**src/hw/lpmc_regs.svh**
```systemverilog
// Register map, field positions, reset values and timing counts of the
// low-power mode controller. Assumes a 32-bit physical address bus.
`ifndef LPMC_REGS_SVH
`define LPMC_REGS_SVH
// ----------------------------------------
// Addresses and reset values
// ----------------------------------------
`define LPMC_ADDR_PMC 32'h10000004
`define LPMC_ADDR_GATE 32'h10000020
`define LPMC_ADDR_SOPT 32'h10000024
`define LPMC_RST_PMC 8'hF8
`define LPMC_RST_GATE 16'h0000
`define LPMC_RST_SOPT 32'h00001500
// ----------------------------------------
// Fields and counts
// ----------------------------------------
`define LPMC_DOZE_BIT 2
`define LPMC_DUTY_HI 7
`define LPMC_DUTY_LO 3
`define LPMC_MODE_HI 1
`define LPMC_MODE_LO 0
`define LPMC_MODE_IDLE 2'h0
`define LPMC_MODE_SLEEP 2'h1
`define LPMC_DUTY_FULL 5'h1F
`define LPMC_DUTY_OFF 5'h00
`define LPMC_WIN_LAST 5'h1E
`define LPMC_PMC_HI 7
`define LPMC_GATE_HI 15
`endif

```
**src/hw/lpmc_pkg.sv**
```systemverilog
// Types shared by the low-power mode controller.
// Assumes the constants header is included where numbers are needed.
package lpmc_pkg;
	// Controller power states
	typedef enum logic [2:0]
	{
		LPMC_RUN = 3'b000,
		LPMC_IDLE = 3'b001,
		LPMC_SLEEP = 3'b010,
		LPMC_LOCK = 3'b011
	} lpmc_state_e;
	// Register access request from the CPU
	typedef struct packed
	{
		logic sel;
		logic wr;
		logic size32;
		logic [31:0] addr;
		logic [31:0] wdata;
	} lpmc_req_s;
	// Clock enables driven to the clock tree
	typedef struct packed
	{
		logic cpu;
		logic basic;
		logic pll;
		logic [15:0] module_en;
	} lpmc_clk_s;
endpackage

```
**src/hw/lpmc_top.sv**
```systemverilog
// Low-power mode controller: doze bursts, idle, sleep with PLL lock wait,
// and per-module clock gating. Assumes clk is an always-on clock that
// keeps running in sleep, and that the clock tree obeys the enables.
`timescale 1ns/100ps
`include "lpmc_regs.svh"
module lpmc_top
	import lpmc_pkg::*;
(
	input wire logic clk, // 10 MHz always-on clock
	input wire logic sys_rst, // Synchronous reset, high
	input wire lpmc_req_s req, // Register request
	output logic [31:0] rdata, // Read data, one cycle after
	output logic rvalid, // Read data valid pulse
	input wire logic sleep_instr, // CPU executed sleep, pulse
	input wire logic irq_active, // Any interrupt pending, level
	input wire logic rtc_clk_in, // RTC clock, foreign domain
	input wire logic [7:0] pll_lock_time, // Lock wait in RTC cycles
	output lpmc_clk_s clk_en, // Clock enables
	output lpmc_state_e pm_state // Current power state
);
	// ----------------------------------------
	// Storage
	// ----------------------------------------
	logic [7:0] power_manager; // Control register low byte
	logic [15:0] gate; // Module gate bits
	logic [31:0] sopt; // Sleep options, stored only
	logic [4:0] win_cnt; // Doze window position
	logic [7:0] lock_cnt; // Remaining lock ticks
	logic rtc_ff1; // Sync stage one
	logic rtc_ff2; // Sync stage two
	logic rtc_ff3; // Sync stage three
	logic rtc_lvl; // Filtered RTC level
	logic rtc_tick; // RTC rising edge
	logic wr_pmc; // Valid write to control
	logic wr_gate; // Valid write to gates
	logic wr_sopt; // Valid write to options
	logic doze; // Doze bit
	logic [4:0] duty; // Duty field
	logic [1:0] mode_sel; // Sleep instruction mode
	lpmc_state_e next_state; // Next power state

	// Decode a 32-bit write to one address
	function automatic logic hit(input lpmc_req_s r, input logic [31:0] a);
		hit = r.sel && r.wr && r.size32 && (r.addr == a);
	endfunction

	assign doze = power_manager[`LPMC_DOZE_BIT];
	assign duty = power_manager[`LPMC_DUTY_HI:`LPMC_DUTY_LO];
	assign mode_sel = power_manager[`LPMC_MODE_HI:`LPMC_MODE_LO];
	// Narrow accesses are dropped, not merged
	assign wr_pmc = hit(req, `LPMC_ADDR_PMC);
	assign wr_gate = hit(req, `LPMC_ADDR_GATE);
	assign wr_sopt = hit(req, `LPMC_ADDR_SOPT);

	// ----------------------------------------
	// RTC synchroniser
	// ----------------------------------------
	// Three stages; level taken only when the last two agree
	always_ff @(posedge clk)
	begin
		if (sys_rst)
		begin
			rtc_ff1 <= 1'b0;
			rtc_ff2 <= 1'b0;
			rtc_ff3 <= 1'b0;
			rtc_lvl <= 1'b0;
		end
		else
		begin
			rtc_ff1 <= rtc_clk_in;
			rtc_ff2 <= rtc_ff1;
			rtc_ff3 <= rtc_ff2;
			if (rtc_ff2 == rtc_ff3)
			begin
				rtc_lvl <= rtc_ff3;
			end
		end
	end
	assign rtc_tick = (rtc_ff2 == rtc_ff3) && rtc_ff3 && !rtc_lvl;

	// ----------------------------------------
	// Control register
	// ----------------------------------------
	// Interrupt cancels doze even against a same-cycle write of one,
	// since a pending interrupt would end it at once anyway
	always_ff @(posedge clk)
	begin
		if (sys_rst)
		begin
			power_manager <= `LPMC_RST_PMC;
		end
		else if (doze && irq_active)
		begin
			power_manager[`LPMC_DOZE_BIT] <= 1'b0;
			if (wr_pmc)
			begin
				power_manager[`LPMC_DUTY_HI:`LPMC_DUTY_LO] <= req.wdata[`LPMC_DUTY_HI:`LPMC_DUTY_LO];
				power_manager[`LPMC_MODE_HI:`LPMC_MODE_LO] <= req.wdata[`LPMC_MODE_HI:`LPMC_MODE_LO];
			end
		end
		else if (wr_pmc)
		begin
			// Bit 2 written 1 enters doze unless an interrupt is pending, 0 leaves it
			power_manager <= req.wdata[`LPMC_PMC_HI:0];
			if (irq_active)
			begin
				power_manager[`LPMC_DOZE_BIT] <= 1'b0;
			end
		end
	end

	// ----------------------------------------
	// Gate and option registers
	// ----------------------------------------
	// Gate bits hold until software clears them or reset
	always_ff @(posedge clk)
	begin
		if (sys_rst)
		begin
			gate <= `LPMC_RST_GATE;
			sopt <= `LPMC_RST_SOPT;
		end
		else
		begin
			if (wr_gate)
			begin
				gate <= req.wdata[`LPMC_GATE_HI:0];
			end
			if (wr_sopt)
			begin
				sopt <= req.wdata;
			end
		end
	end

	// ----------------------------------------
	// Read port
	// ----------------------------------------
	// Unmapped or narrow reads return zero
	always_ff @(posedge clk)
	begin
		if (sys_rst)
		begin
			rdata <= 32'h00000000;
			rvalid <= 1'b0;
		end
		else
		begin
			rvalid <= req.sel && !req.wr;
			rdata <= 32'h00000000;
			if (req.sel && !req.wr && req.size32)
			begin
				case (req.addr)
					`LPMC_ADDR_PMC: rdata <= {24'h000000, power_manager};
					`LPMC_ADDR_GATE: rdata <= {16'h0000, gate};
					`LPMC_ADDR_SOPT: rdata <= sopt;
					default: rdata <= 32'h00000000;
				endcase
			end
		end
	end

	// ----------------------------------------
	// Doze window counter
	// ----------------------------------------
	// Free count 0..30 while dozing; restarts at 0 on each entry
	always_ff @(posedge clk)
	begin
		if (sys_rst || !doze)
		begin
			win_cnt <= 5'h00;
		end
		else if (win_cnt == `LPMC_WIN_LAST)
		begin
			win_cnt <= 5'h00;
		end
		else
		begin
			win_cnt <= win_cnt + 5'h01;
		end
	end

	// ----------------------------------------
	// Power state machine
	// ----------------------------------------
	// Reserved mode codes make the sleep instruction a no-op
	always_comb
	begin
		next_state = pm_state;
		case (pm_state)
			LPMC_RUN:
			begin
				if (sleep_instr && !irq_active)
				begin
					if (mode_sel == `LPMC_MODE_IDLE)
					begin
						next_state = LPMC_IDLE;
					end
					else if (mode_sel == `LPMC_MODE_SLEEP)
					begin
						next_state = LPMC_SLEEP;
					end
				end
			end
			LPMC_IDLE:
			begin
				if (irq_active)
				begin
					next_state = LPMC_RUN;
				end
			end
			LPMC_SLEEP:
			begin
				if (irq_active)
				begin
					next_state = LPMC_LOCK;
				end
			end
			LPMC_LOCK:
			begin
				if (lock_cnt == 8'h00)
				begin
					next_state = LPMC_RUN;
				end
			end
			default: next_state = LPMC_RUN;
		endcase
	end

	// State register
	always_ff @(posedge clk)
	begin
		if (sys_rst)
		begin
			pm_state <= LPMC_RUN;
		end
		else
		begin
			pm_state <= next_state;
		end
	end

	// Lock counter loads on wake, counts RTC edges down
	always_ff @(posedge clk)
	begin
		if (sys_rst)
		begin
			lock_cnt <= 8'h00;
		end
		else if (pm_state == LPMC_SLEEP)
		begin
			lock_cnt <= pll_lock_time;
		end
		else if (pm_state == LPMC_LOCK && rtc_tick && lock_cnt != 8'h00)
		begin
			lock_cnt <= lock_cnt - 8'h01;
		end
	end

	// ----------------------------------------
	// Clock enables
	// ----------------------------------------
	// Derived from flops only; doze exit shows on the same edge as the
	// doze bit clearing, so the continuous clock is back at once
	always_comb
	begin
		clk_en.basic = (pm_state == LPMC_RUN) || (pm_state == LPMC_IDLE);
		clk_en.pll = (pm_state != LPMC_SLEEP);
		clk_en.module_en = ((pm_state == LPMC_RUN) || (pm_state == LPMC_IDLE)) ? ~gate : 16'h0000;
		clk_en.cpu = (pm_state == LPMC_RUN) && (!doze || (win_cnt < duty));
	end
endmodule // lpmc_top

```
**config.mk**
```make
export PLATFORM = sky130hd
export DESIGN_NAME = lpmc_top
export DESIGN_NICKNAME = d
export VERILOG_FILES = /design/src/hw/lpmc_pkg.sv /design/src/hw/lpmc_top.sv
export VERILOG_INCLUDE_DIRS = /design/src /design/src/hw
export SDC_FILE = /design/constraint.sdc
export NUM_CORES = 1
export LEC_CHECK = 0
export BUFFER_PORTS_ARGS = -buffer_cell sky130_fd_sc_hd__buf_2
export CORE_MARGIN = 3
export CORE_UTILIZATION = 55
export DETAILED_ROUTE_END_ITERATION = 10
export PLACE_DENSITY_LB_ADDON = 0.3
export SYNTH_ARGS = -nofsm -noshare
export SYNTH_HDL_FRONTEND = slang
export SYNTH_SLANG_ARGS = --single-unit
```
**constraint.sdc**
```tcl
create_clock -name clk -period 2.7 [get_ports clk]
set_clock_uncertainty 0.15 [all_clocks]
set_input_delay 0.27 -clock clk [delete_from_list [all_inputs] [get_ports clk]]
set_output_delay 0.27 -clock clk [all_outputs]
set_load 0.01 [all_outputs]
```
# Word-level counts from Yosys, hierarchy flattened

Index checks and enable logic that the tools add are counted.

Bits in registers: 109
Input bits: 80
Output and inout port bits: 55
Word-level logic and storage cells: 79

Add/subtract/negate cells: 2
Magnitude comparators: 1
Equal/unequal tests: 15
Mux-type cells: 16
Bitwise logic cells: 2
Reductions and logical operators: 30

Operators with widths:

| cell                                                                    | number |
|---|---|
| 32-bit by 29-bit equality test with 1-bit output, second input constant | 3 |
| 32-bit case mux with 3 select lines                                     | 1 |
| 8-bit 2-to-1 mux                                                        | 4 |
| 3-bit 2-to-1 mux                                                        | 6 |
| 16-bit 2-to-1 mux                                                       | 1 |
| 16-bit NOT                                                              | 1 |
| 1-bit logical AND                                                       | 14 |
| 3-bit case mux with 4 select lines                                      | 1 |
| 8-bit zero test                                                         | 1 |
| 2-bit inequality test, second input constant                            | 4 |
| 8-bit nonzero test                                                      | 1 |
| 8-bit by 1-bit subtractor with 8-bit output, second input constant      | 1 |
| 3-bit by 2-bit equality test with 1-bit output, second input constant   | 2 |
| 2-bit OR reduction                                                      | 3 |
| 5-bit by 1-bit adder with 5-bit output, second input constant           | 1 |
| 5-bit equality test, second input constant                              | 1 |
| 5-bit < comparator                                                      | 1 |
| 5-bit 2-to-1 mux                                                        | 1 |
| 5-bit AND reduction                                                     | 1 |
| 1-bit zero test                                                         | 4 |
| 3-bit by 1-bit equality test with 1-bit output, second input constant   | 1 |
| 3-bit zero test                                                         | 1 |
| 1-bit logical OR                                                        | 3 |
| 3-bit by 2-bit inequality test with 1-bit output, second input constant | 1 |
| 8 further kinds                                                         | 8 |

# Logic depth before layout (Yosys ltp)

Gate-level depths: netlist (run 1).

Depth after elaboration: 7
Gate-level depth with buffers: 7

# Least setup slack after synthesis (run 1)

Ideal clock, no wire load.

Path kind: register -> output
Start: register power_manager[4]
End: output clk_en[18] (netlist name)
Arrival time: 1.345 ns
Data required time: 2.280 ns
Path slack: 0.935 ns
Stages on the path, launching flop included: 7
Cells stage by stage: dfxtp_1 > inv_1 > ha_1 > a21o_1 > a21o_1 > a21o_1 > a31oi_1

RTL lines:

| element                         | RTL line       | RTL |
|---|---|---|
| start, declared                 | lpmc_top.sv:24 | `logic [7:0] power_manager;` |
| start signal, assigned          | lpmc_top.sv:90 | `` power_manager <= `LPMC_RST_PMC; `` |
| start signal, assigned by index | lpmc_top.sv:97 | `` power_manager[`LPMC_DUTY_HI:`LPMC_DUTY_LO] <= req.wdata[`LPMC_DUTY_HI:`LPMC_DUTY_LO]; `` |
| start signal, assigned by index | lpmc_top.sv:98 | `` power_manager[`LPMC_MODE_HI:`LPMC_MODE_LO] <= req.wdata[`LPMC_MODE_HI:`LPMC_MODE_LO]; `` |
| end, declared                   | lpmc_top.sv:18 | `output lpmc_clk_s clk_en,` |

==> results by group, run 1 <==
Status
  – Status: complete, no violations

Placed design
  – Worst slack, placed: 0.6084 ns
  – Placer Congestion: 0.7990
  – Hpwl dp: 7612 µm
  – IO Port Bufs: 133

Worst setup path
  – Worst-path fanout max: 2
  – CP required: 2.28 ns
  – Startpoint Class: register
  – Most frequent CP cell: a21o_1
  – Crit Path Category: reg -> out
  – Worst Path Arrival: 1.90 ns
  – CP Capture Type: output pin
  – Crit-path slowest cell: dfxtp_1
  – Max stage delay on crit path: 0.34 ns
  – Crit path cell chain: inv_1 > ha_1 > a21o_1 > a21o_1 > a21o_1 > a31oi_1 > buf_2

Clock tree
  – Clock sink total: 108
  – Reg clk slew, reported paths: 0.10 ns
  – Setup bufs post-CTS: 0
  – CTS root buffer: clkbuf_8
  – H-Tree Depth: 3
  – CTS tree: yes
  – Clock Latency Late Sink: 0.36 ns
  – TritonCTS Buffers: 9
  – Clock buffer depth: 2

STA
  – RSZ-0062 raised after global routing: false
  – # setup viols final: 0
  – Setup ws final: 0.3765 ns
  – Sum Neg Setup Slack: 0 ns
  – Fmax: 0.4304 GHz
  – Relative slew slack: 51.06%
  – Min cycle time layout: 2.323 ns
  – Slew @ Worst Pin: 0.7334 ns
  – Final Hold Fails: 0
  – Final Cycle Share: 86.05%
  – Max Slew Vio Count: 0

Die
  – Initial Util: 57.33%
  – Die width: 96.45 µm
  – Row count: 32
  – Top Ports: 135
  – Die H: 96.45 µm
  – Die Area: 0.009302 mm²
  – Core area: 0.007848 mm²

Synth
  – Number of synthesized flops with an enable pin: 0
  – Unique masters post-synth: 53
  – Netlist Area Pre-Place: 0.004499 mm²
  – FFs w/ async S/R, synth: 0%
  – Synth Flop Type: dfxtp_1
  – Post-Syn Instances: 495
  – Sequential fraction of the synthesis area: 48.05%
  – Synthesized area per cell: 9.090 µm²
  – Number of synthesized register bits: 108
  – Synth warn: 0
  – Nets in the synthesized netlist: 584

GRT
  – Vias in the first global route: 3768
  – Global route total overflow: 0
  – Tot GR Track Use: 23.33%
  – Largest net degree at the start of global routing: 63
  – Initial antenna violation count: 0
  – First-pass GRT wire length: 17110 µm

Layout
  – Filler instances: 635
  – Commonest non-fill, non-tap cell in the layout: buf_2
  – Final Core Density: 70.26%
  – Share of layout cells above drive strength 1: 30.39%
  – Antenna Diode Count: 0
  – Fin nets: 720
  – Commonest cells after routing, fill and taps aside: 133 x buf_2, 108 x dfxtp_1, 55 x nor2_1, 51 x nand3_1, 42 x nand2_1
  – Layout area overhead: 22.55%

Route
  – Via Count: 3897
  – Via/cell ratio: 5.288
  – Final ANT Viol Nets: 0
  – Drt drc: 0
  – DRT Pass-1 Iters: 4
  – Wire length per cell: 14.53 µm
  – Wirelength, routed: 10710 µm
  – Initial drt markers: 229

Power
  – Sw Pwr: 0.6670 mW
  – PD cells: 489.7 mW/mm²
  – Clock network fraction of total power: 33.9%
  – Worst vdd ir: 0.4463 mV
  – Combinational power share: 6.9%
  – Switching share of power: 24.70%
  – P_leak: 2.378 nW
  – Seq pwr share: 59.2%
  – P_int: 2.033 mW

Job
  – Max cap viols: 0

Hold path
  – Worst hold path class: in -> reg
critical path: cells and delay by family (launching register included):
kind / cells / cell delay, ns
compound gates: 4 / 0.67
fa+ha+maj: 1 / 0.30
buf+inv: 2 / 0.23
flops: 1 / 0.34
cells in the mapped netlist, types with 3 or more instances:
| cell type | count | share of area (%) |
|---|---|---|
| ha_1 | 9 | 2.5 |
| clkbuf_1 | 12 | 1.0 |
| buf_2 | 7 | 0.78 |
| a22oi_1 | 8 | 1.3 |
| inv_1 | 11 | 0.92 |
| nor2_1 | 55 | 4.6 |
| nor3_1 | 8 | 0.89 |
| mux2_2 | 3 | 0.75 |
| nand2_1 | 42 | 3.5 |
| nand4b_1 | 3 | 0.58 |
| buf_6 | 7 | 1.8 |
| a21o_1 | 3 | 0.50 |
| and2_1 | 16 | 2.2 |
| o21ai_2 | 22 | 4.3 |
| buf_1 | 4 | 0.33 |
| and3_1 | 3 | 0.42 |
| nor4_1 | 8 | 1.1 |
| o21ai_1 | 8 | 0.89 |
| a21oi_1 | 18 | 2.0 |
| mux2i_1 | 11 | 2.4 |
| nand3_1 | 51 | 5.7 |
| dfxtp_1 | 108 | 48 |
| nand4_1 | 5 | 0.70 |
| o21ai_0 | 27 | 3.0 |
| xor2_1 | 6 | 1.2 |
| nor2b_1 | 4 | 0.56 |
| xnor2_1 | 3 | 0.58 |
cell type report:
type                            count  area [µm²]  area share, %
Tap cell                          102       127.6          2.314
Clock buffer                        9       123.9          2.246
Inverter                           12       45.04         0.8169
Multi-Input combinational cell    342        2086          37.83
Sequential cell                   108        2162          39.21
Timing Repair Buffer              158       913.4          16.56
Clock inverter                      6       56.30          1.021
routing by layer:
layer	GRT usage, %	share of wire (%)
met1	27.73	42
met2	41.38	51
met4	7.009	1.8
met3	5.887	5.3
met5	0	0
state kept, by name, indices dropped and copies added, names as in the netlist, 2 cells and up:
register,count
rdata,32
sopt,32
gate,16
lock_cnt,8
power_manager,8
win_cnt,5
pm_state,2
path summary, 6_finish.rpt:
check / end / slack [ns] / from / cells after the start
setup / recovery: clk_en[18] / 0.38 / power_manager[4]$_SDFFE_PP1N_ / 7
hold / removal: sopt[24]$_SDFFE_PP0P_ / 0.02 / req[24] / 3
setup reg to reg: lock_cnt[7]$_SDFFE_PP0P_ / 0.77 / lock_cnt[0]$_SDFFE_PP0P_ / 7
hold reg to reg: sopt[18]$_SDFFE_PP0P_ / 0.31 / sopt[18]$_SDFFE_PP0P_ / 2
power groups by stage:
stage	Combinational [mW]	Clock (mW)	Sequential [mW]
global placement	0.159	0	1.63
CTS	0.185	0.939	1.60
finish	0.186	0.916	1.60
global route	0.205	1.00	1.60
detailed placement	0.163	0	1.63
floorplan	0.0768	0	1.63
metrics by stage:
step / cells / total power, mW / instance area [µm²] / hold slack, ns
3_3_place_gp: 703 / 1.793 / 5144 / 0.2795
3_5_place_dp: 703 / 1.797 / 5144 / 0.2909
2_1_floorplan: 495 / 1.711 / 4499 / 0.2082
4_1_cts: 737 / 2.721 / 5514 / 0.004009
5_1_grt: 737 / 2.808 / 5514 / 0.0002233
6_report: 737 / 2.700 / 5514 / 0.01549
cells by family (layout without fill, tap and decap cells):
family                   Yosys count  in the layout  synth area share (%)
XOR/XNOR                           9              9                 1.752
multiplexers                      14             14                 3.198
flip-flops                       108            108                 48.05
AO/OA/AOI/OAI                     96             96                 13.74
adder cells (fa/ha/maj)            9              9                 2.503
buffers and inverters             45            185                 5.589
other                              1              1               0.08335
AND/OR/NAND/NOR                  213            213                 25.08
repair_timing:
item | CTS | global route
hold buffers | 19 | 0
resized for setup | 0 | 0
hold endpoints to repair | 19 | 0
Power figures use the tool's default switching activity.
==> inputs of run 2 (changes only) <==
--- a/config.mk
+++ b/config.mk
@@ -10,7 +10,9 @@
 export CORE_MARGIN = 3
 export CORE_UTILIZATION = 55
 export DETAILED_ROUTE_END_ITERATION = 10
+export GPL_TIMING_DRIVEN = 0
 export PLACE_DENSITY_LB_ADDON = 0.3
+export SLEW_MARGIN = 20
 export SYNTH_ARGS = -nofsm -noshare
 export SYNTH_HDL_FRONTEND = slang
 export SYNTH_SLANG_ARGS = --single-unit
==> run 2 against run 1 <==
Effect of this change: largest cell class unchanged; critical path type unchanged; utilization rose by 2.1 points; first-iteration DRC count up 34%; non-clock buffer count is 26 higher; register-to-register slack better by 0.03 ns; sequential share of layout area is 1.1 points lower; count of clock-buffer cells in the layout is the same; wire length grew 10%; combinational power up 6%; via count is 5.7% higher; clock power up 8.3%.
==> results by group, run 2 (synthesized netlist as in run 1, its figures left out) <==
Status
  – Status: complete, no violations

Layout
  – Filler instances: 618 (-2.7%)
  – Area occupied by multi-input gates: 0.002086 mm² (unchanged)
  – Share of layout cells above drive strength 1: 30.41% (about the same)
  – Biggest regs: rdata (32), sopt (32), gate (16)
  – Antenna Diode Count: 0 (unchanged)
  – Layout area overhead: 26.25%
  – Fin nets: 746 (+3.6%)
  – Commonest cells after routing, fill and taps aside: 138 x buf_2, 108 x dfxtp_1, 55 x nor2_1, 51 x nand3_1, 42 x nand2_1
  – Finished Layout Cells: 763 (+3.5%)
  – Register Area: 0.002162 mm² (unchanged)
  – Commonest non-fill, non-tap cell in the layout: buf_2

Placed design
  – Hpwl dp: 8823 µm (+16%)
  – IO Port Bufs: 131 (-1.5%)
  – Placer Congestion: 0.8559 (+7.1%)
  – Placed Instances: 728 (+3.6%)

Route
  – Wirelength, routed: 11790 µm (+10%)
  – Drt drc: 0 (unchanged)
  – Initial drt markers: 308 (+34%)
  – Wire length per cell: 15.46 µm (+6.3%)
  – Final ANT Viol Nets: 0 (unchanged)
  – Via Count: 4120 (+5.7%)
  – DRT Pass-1 Iters: 5 (+1)
  – Via/cell ratio: 5.400 (+2.1%)

Job
  – Max cap viols: 0 (unchanged)

Die
  – Top Ports: 135 (unchanged)
  – Core area: 0.007848 mm² (unchanged)
  – Initial Util: 57.33% (unchanged)
  – Row count: 32 (unchanged)
  – Die Area: 0.009302 mm² (unchanged)
  – Die H: 96.45 µm (unchanged)
  – Die width: 96.45 µm (unchanged)

Clock tree
  – Reg clk slew, reported paths: 0.10 ns (about the same)
  – Clock buffer depth: 2 (unchanged)
  – Hold_buf cts: 19 (unchanged)
  – CTS resizes: 0 (unchanged)
  – TritonCTS Buffers: 9 (unchanged)
  – CTS tree: yes
  – Clock sink total: 108 (unchanged)
  – Clock Latency Late Sink: 0.36 ns (about the same)
  – H-Tree Depth: 3 (unchanged)
  – CTS root buffer: clkbuf_8
  – Setup bufs post-CTS: 0 (unchanged)

Power
  – Switching share of power: 23.97% (-0.73 points)
  – Seq pwr share: 57.3% (-1.9 points)
  – P_int: 2.118 mW (+4.2%)
  – Clock network fraction of total power: 35.6% (+1.7 points)
  – PD cells: 490.5 mW/mm² (+0.17%)
  – Worst vdd ir: 0.3939 mV (-12%)
  – Sw Pwr: 0.6679 mW (+0.13%)
  – P_leak: 2.447 nW (+2.9%)
  – Combinational power share: 7.1% (+0.2 points)

STA
  – Min cycle time layout: 2.414 ns (+0.09061 ns)
  – Fmax: 0.4142 GHz (-3.8%)
  – Max Slew Vio Count: 0 (unchanged)
  – Final Cycle Share: 89.41% (+3.4 points)
  – Final Hold Fails: 0 (unchanged)
  – Sum Neg Setup Slack: 0 ns (unchanged)
  – RSZ-0062 raised after global routing: false
  – Relative slew slack: 47.69% (-3.4 points)
  – Worst hold slack: 0.006726 ns (-0.008761 ns)
  – # setup viols final: 0 (unchanged)
  – Slew @ Worst Pin: 0.7839 ns (+0.05049 ns)

GRT
  – Largest net degree at the start of global routing: 19 (-70%)
  – First-pass GRT wire length: 18600 µm (+8.8%)
  – Global route total overflow: 0 (unchanged)
  – Tot GR Track Use: 26.01% (+2.7 points)
  – Initial antenna violation count: 0 (unchanged)
  – Vias in the first global route: 3983 (+5.7%)

Hold path
  – Worst hold path class: in -> reg

Worst setup path
  – Crit Path Category: reg -> out
  – Worst Path Arrival: 1.99 ns (+0.09 ns)
  – CP required: 2.28 ns (about the same)
  – CP Capture Type: output pin
  – Worst-path fanout max: 10 (+8)
  – Startpoint Class: register
[run 2: cell types whose count changed in the layout (fill, tap and decap cells not counted), sizes merged]
cell         previous run  this run
clkinvlp                1         2
dlygate4sd3            19        20
inv                    15        12
clkbuf                  9        22
clkinv                  2         3
bufinv                  0         1
buf                   139       151
[run 2: path summary, 6_finish.rpt]
check | from | end | slack [ns] | cells after the start
worst max register to register | lock_cnt[0]$_SDFFE_PP0P_ | lock_cnt[6]$_SDFFE_PP0P_ | 0.80 | 7
worst min-delay path | pll_lock_time[1] | lock_cnt[1]$_SDFFE_PP0P_ | 0.007 | 3
worst max-delay path | pm_state[1]$_SDFFE_PP0P_ | clk_en[6] | 0.29 | 4
worst min register to register | sopt[20]$_SDFFE_PP0P_ | rdata[20]$_SDFF_PP0_ | 0.31 | 1
[run 2: per-layer routing]
metal	routed length (µm)	GRT usage, %	up-vias
met4	127	8.294	0
li1	-	-	2042
met1	4853	30.92	1926
met2	6039	46.44	138
met5	0	0	-
met3	773	5.809	14
[run 2: final cells by class]
cell class	count	area share (%)
Sequential cell	108	38.06
Multi-Input combinational cell	342	36.72
Timing Repair Buffer	151	15.07
Buffer	33	3.634
Tap cell	102	2.247
Clock buffer	9	2.181
Clock inverter	6	1.300
Inverter	12	0.7930
[run 2: per-stage QoR]
step,worst slack [ns],total power [mW],util [%],area (µm²)
final,0.2859,2.786,72.39,5680
after CTS,0.2685,2.796,72.26,5670
after detailed placement,0.6893,1.806,67.32,5283
after floorplan,0.9348,1.711,-,4499
after global routing,0.1592,2.872,72.39,5680
after global placement,0.7171,1.801,67.32,5283
[run 2: critical path, cell delays in order, from the launching register on]
cell and delay [ns]:
dfxtp_1 0.42, clkbuf_1 0.41, clkbuf_1 0.48, nor2_1 0.14
buf_2 0.17
[run 2: power groups by stage]
stage / logic, mW / registers [mW] / clock network (mW)
6_report: 0.197 / 1.60 / 0.992
5_1_grt: 0.216 / 1.60 / 1.06
4_1_cts: 0.194 / 1.60 / 1.01
3_5_place_dp: 0.171 / 1.63 / 0
3_3_place_gp: 0.167 / 1.63 / 0
2_1_floorplan: 0.0768 / 1.63 / 0
==> inputs of run 3 (changes only) <==
--- a/config.mk
+++ b/config.mk
@@ -7,8 +7,10 @@
 export NUM_CORES = 1
 export LEC_CHECK = 0
 export BUFFER_PORTS_ARGS = -buffer_cell sky130_fd_sc_hd__buf_2
+export CELL_PAD_IN_SITES_DETAIL_PLACEMENT = 1
+export CELL_PAD_IN_SITES_GLOBAL_PLACEMENT = 1
 export CORE_MARGIN = 3
-export CORE_UTILIZATION = 55
+export CORE_UTILIZATION = 41
 export DETAILED_ROUTE_END_ITERATION = 10
 export GPL_TIMING_DRIVEN = 0
 export PLACE_DENSITY_LB_ADDON = 0.3
==> run 3 against run 2 <==
Effect of this change: via count up 1.1%; fmax is 0.26% lower; utilization fell by 19 points; wire length increased by 16%; die area rose by 32%; total power fell by 1.9%; critical path type unchanged; largest cell class unchanged.
==> results by group, run 3 (synthesized netlist as in run 1, its figures left out) <==
Job
  – Max cap viols: 0 (unchanged)

STA
  – Final Cycle Share: 89.64% (+0.23 points)
  – # setup viols final: 0 (unchanged)
  – Fmax: 0.4132 GHz (-0.26%)
  – Sum Neg Setup Slack: 0 ns (unchanged)
  – Final Hold Fails: 0 (unchanged)
  – Slew @ Worst Pin: 0.7324 ns (-0.05148 ns)
  – RSZ-0062 raised after global routing: false
  – Max Slew Vio Count: 0 (unchanged)
  – Relative slew slack: 51.12% (+3.4 points)
  – Worst hold slack: 0.009422 ns (+0.002695 ns)
  – Min cycle time layout: 2.420 ns (+0.006259 ns)

Clock tree
  – Setup bufs post-CTS: 0 (unchanged)
  – CTS tree: yes
  – Reg clk slew, reported paths: 0.10 ns (about the same)
  – H-Tree Depth: 3 (unchanged)
  – TritonCTS Buffers: 9 (unchanged)
  – Clock buffer depth: 2 (unchanged)
  – Clock Latency Late Sink: 0.36 ns (about the same)
  – CTS root buffer: clkbuf_8
  – CTS resizes: 0 (unchanged)
  – Clock sink total: 108 (unchanged)

Worst setup path
  – Worst Path Arrival: 2.00 ns (about the same)
  – Worst-path fanout max: 10 (unchanged)
  – CP Capture Type: output pin
  – Startpoint Class: register
  – Crit Path Category: reg -> out
  – CP required: 2.28 ns (about the same)

GRT
  – Initial antenna violation count: 0 (unchanged)
  – Largest net degree at the start of global routing: 18 (-1)
  – Tot GR Track Use: 21.74% (-4.3 points)
  – First-pass GRT wire length: 21970 µm (+18%)
  – Global route total overflow: 0 (unchanged)
  – Vias in the first global route: 4484 (+13%)

Power
  – Sw Pwr: 0.6646 mW (-0.49%)
  – PD cells: 482.8 mW/mm² (-1.6%)
  – Worst vdd ir: 0.3131 mV (-21%)
  – P_leak: 2.428 nW (-0.76%)
  – Power consumption: 2.734 mW (-1.9%)
  – Combinational power share: 7.1% (about the same)
  – Seq pwr share: 58.4% (+1.1 points)
  – Switching share of power: 24.31% (+0.34 points)
  – P_int: 2.069 mW (-2.3%)
  – Clock network fraction of total power: 34.4% (-1.2 points)

Placed design
  – Placer Congestion: 0.8991 (+5.0%)
  – Hpwl dp: 10490 µm (+19%)
  – IO Port Bufs: 131 (unchanged)
  – Placed Instances: 762 (+4.7%)

Layout
  – Finished Layout Cells: 793 (+3.9%)
  – Layout area overhead: 25.83%
  – Commonest non-fill, non-tap cell in the layout: buf_2
  – Final Core Density: 53.88% (-19 points)
  – Antenna Diode Count: 0 (unchanged)
  – Share of layout cells above drive strength 1: 30.75% (+0.34 points)
  – Biggest regs: rdata (32), sopt (32), gate (16)
  – Commonest cells after routing, fill and taps aside: 138 x buf_2, 108 x dfxtp_1, 55 x nor2_1, 51 x nand3_1, 42 x nand2_1
  – Fin nets: 741 (-0.67%)
  – Filler instances: 1279 (+110%)

Route
  – Wire length per cell: 17.23 µm (+11%)
  – Via Count: 4166 (+1.1%)
  – Initial drt markers: 207 (-33%)
  – Wirelength, routed: 13670 µm (+16%)
  – Via/cell ratio: 5.253 (-2.7%)
  – Final ANT Viol Nets: 0 (unchanged)
  – Drt drc: 0 (unchanged)
  – DRT Pass-1 Iters: 4 (-1)

Die
  – Row count: 37 (+16%)
  – Core area: 0.01051 mm² (+34%)
  – Die Area: 0.01227 mm² (+32%)
  – Top Ports: 135 (unchanged)
  – Die H: 110.8 µm (+15%)
  – Die width: 110.8 µm (+15%)
  – Initial Util: 42.81% (-15 points)

Hold path
  – Worst hold path class: in -> reg

Status
  – Status: complete, no violations
run 3: worst paths after layout:
path	endpoint	depth (start not counted)	slack, ns	start
worst min register to register	rtc_ff2$_SDFF_PP0_	1	0.31	rtc_ff1$_SDFF_PP0_
worst max register to register	lock_cnt[6]$_SDFFE_PP0P_	7	0.80	lock_cnt[0]$_SDFFE_PP0P_
worst min-delay path	sopt[23]$_SDFFE_PP0P_	3	0.009	req[23]
worst max-delay path	clk_en[6]	4	0.28	pm_state[1]$_SDFFE_PP0P_
run 3: stage by stage:
| step | instance area, µm² | setup slack [ns] |
|---|---|---|
| after floorplan | 4499 | 0.9348 |
| after global placement | 5325 | 0.6805 |
| after detailed placement | 5325 | 0.6582 |
| after CTS | 5652 | 0.2517 |
| after global routing | 5662 | 0.08035 |
| final | 5662 | 0.2797 |
run 3: final cells by class:
class / instances / area [µm²] / share of cell area, %
multi-input combinational: 342 / 2086 / 36.84
clock inverter: 5 / 35.03 / 0.6188
sequential: 108 / 2162 / 38.19
tap: 136 / 170.2 / 3.006
inverter: 12 / 45.04 / 0.7956
timing repair buffer: 146 / 805.8 / 14.23
clock buffer: 11 / 151.4 / 2.674
buffer: 33 / 206.4 / 3.646
run 3: metal layers:
layer	up-vias	global-route usage [%]	wire length [µm]
li1	2035	-	-
met1	1998	25.33	5771
met2	111	39.81	6956
met3	22	4.531	657
met4	0	6.568	281
met5	-	0	0
run 3: critical path: stages (launching register included):
cell	delay, ns
dfxtp_1	0.42
clkbuf_1	0.44
clkbuf_1	0.47
nor2_1	0.13
buf_2	0.18
run 3: power by group through the flow:
stage | sequential (mW) | clock [mW] | combinational (mW)
floorplan | 1.63 | 0 | 0.0768
global placement | 1.63 | 0 | 0.170
detailed placement | 1.63 | 0 | 0.175
CTS | 1.60 | 0.957 | 0.193
global route | 1.60 | 1.03 | 0.213
finish | 1.60 | 0.942 | 0.195
run 3: repair_timing:
item	CTS	global route
endpoints found under the setup margin	0	0
endpoints found under the hold margin	14	1
hold buffers	14	1
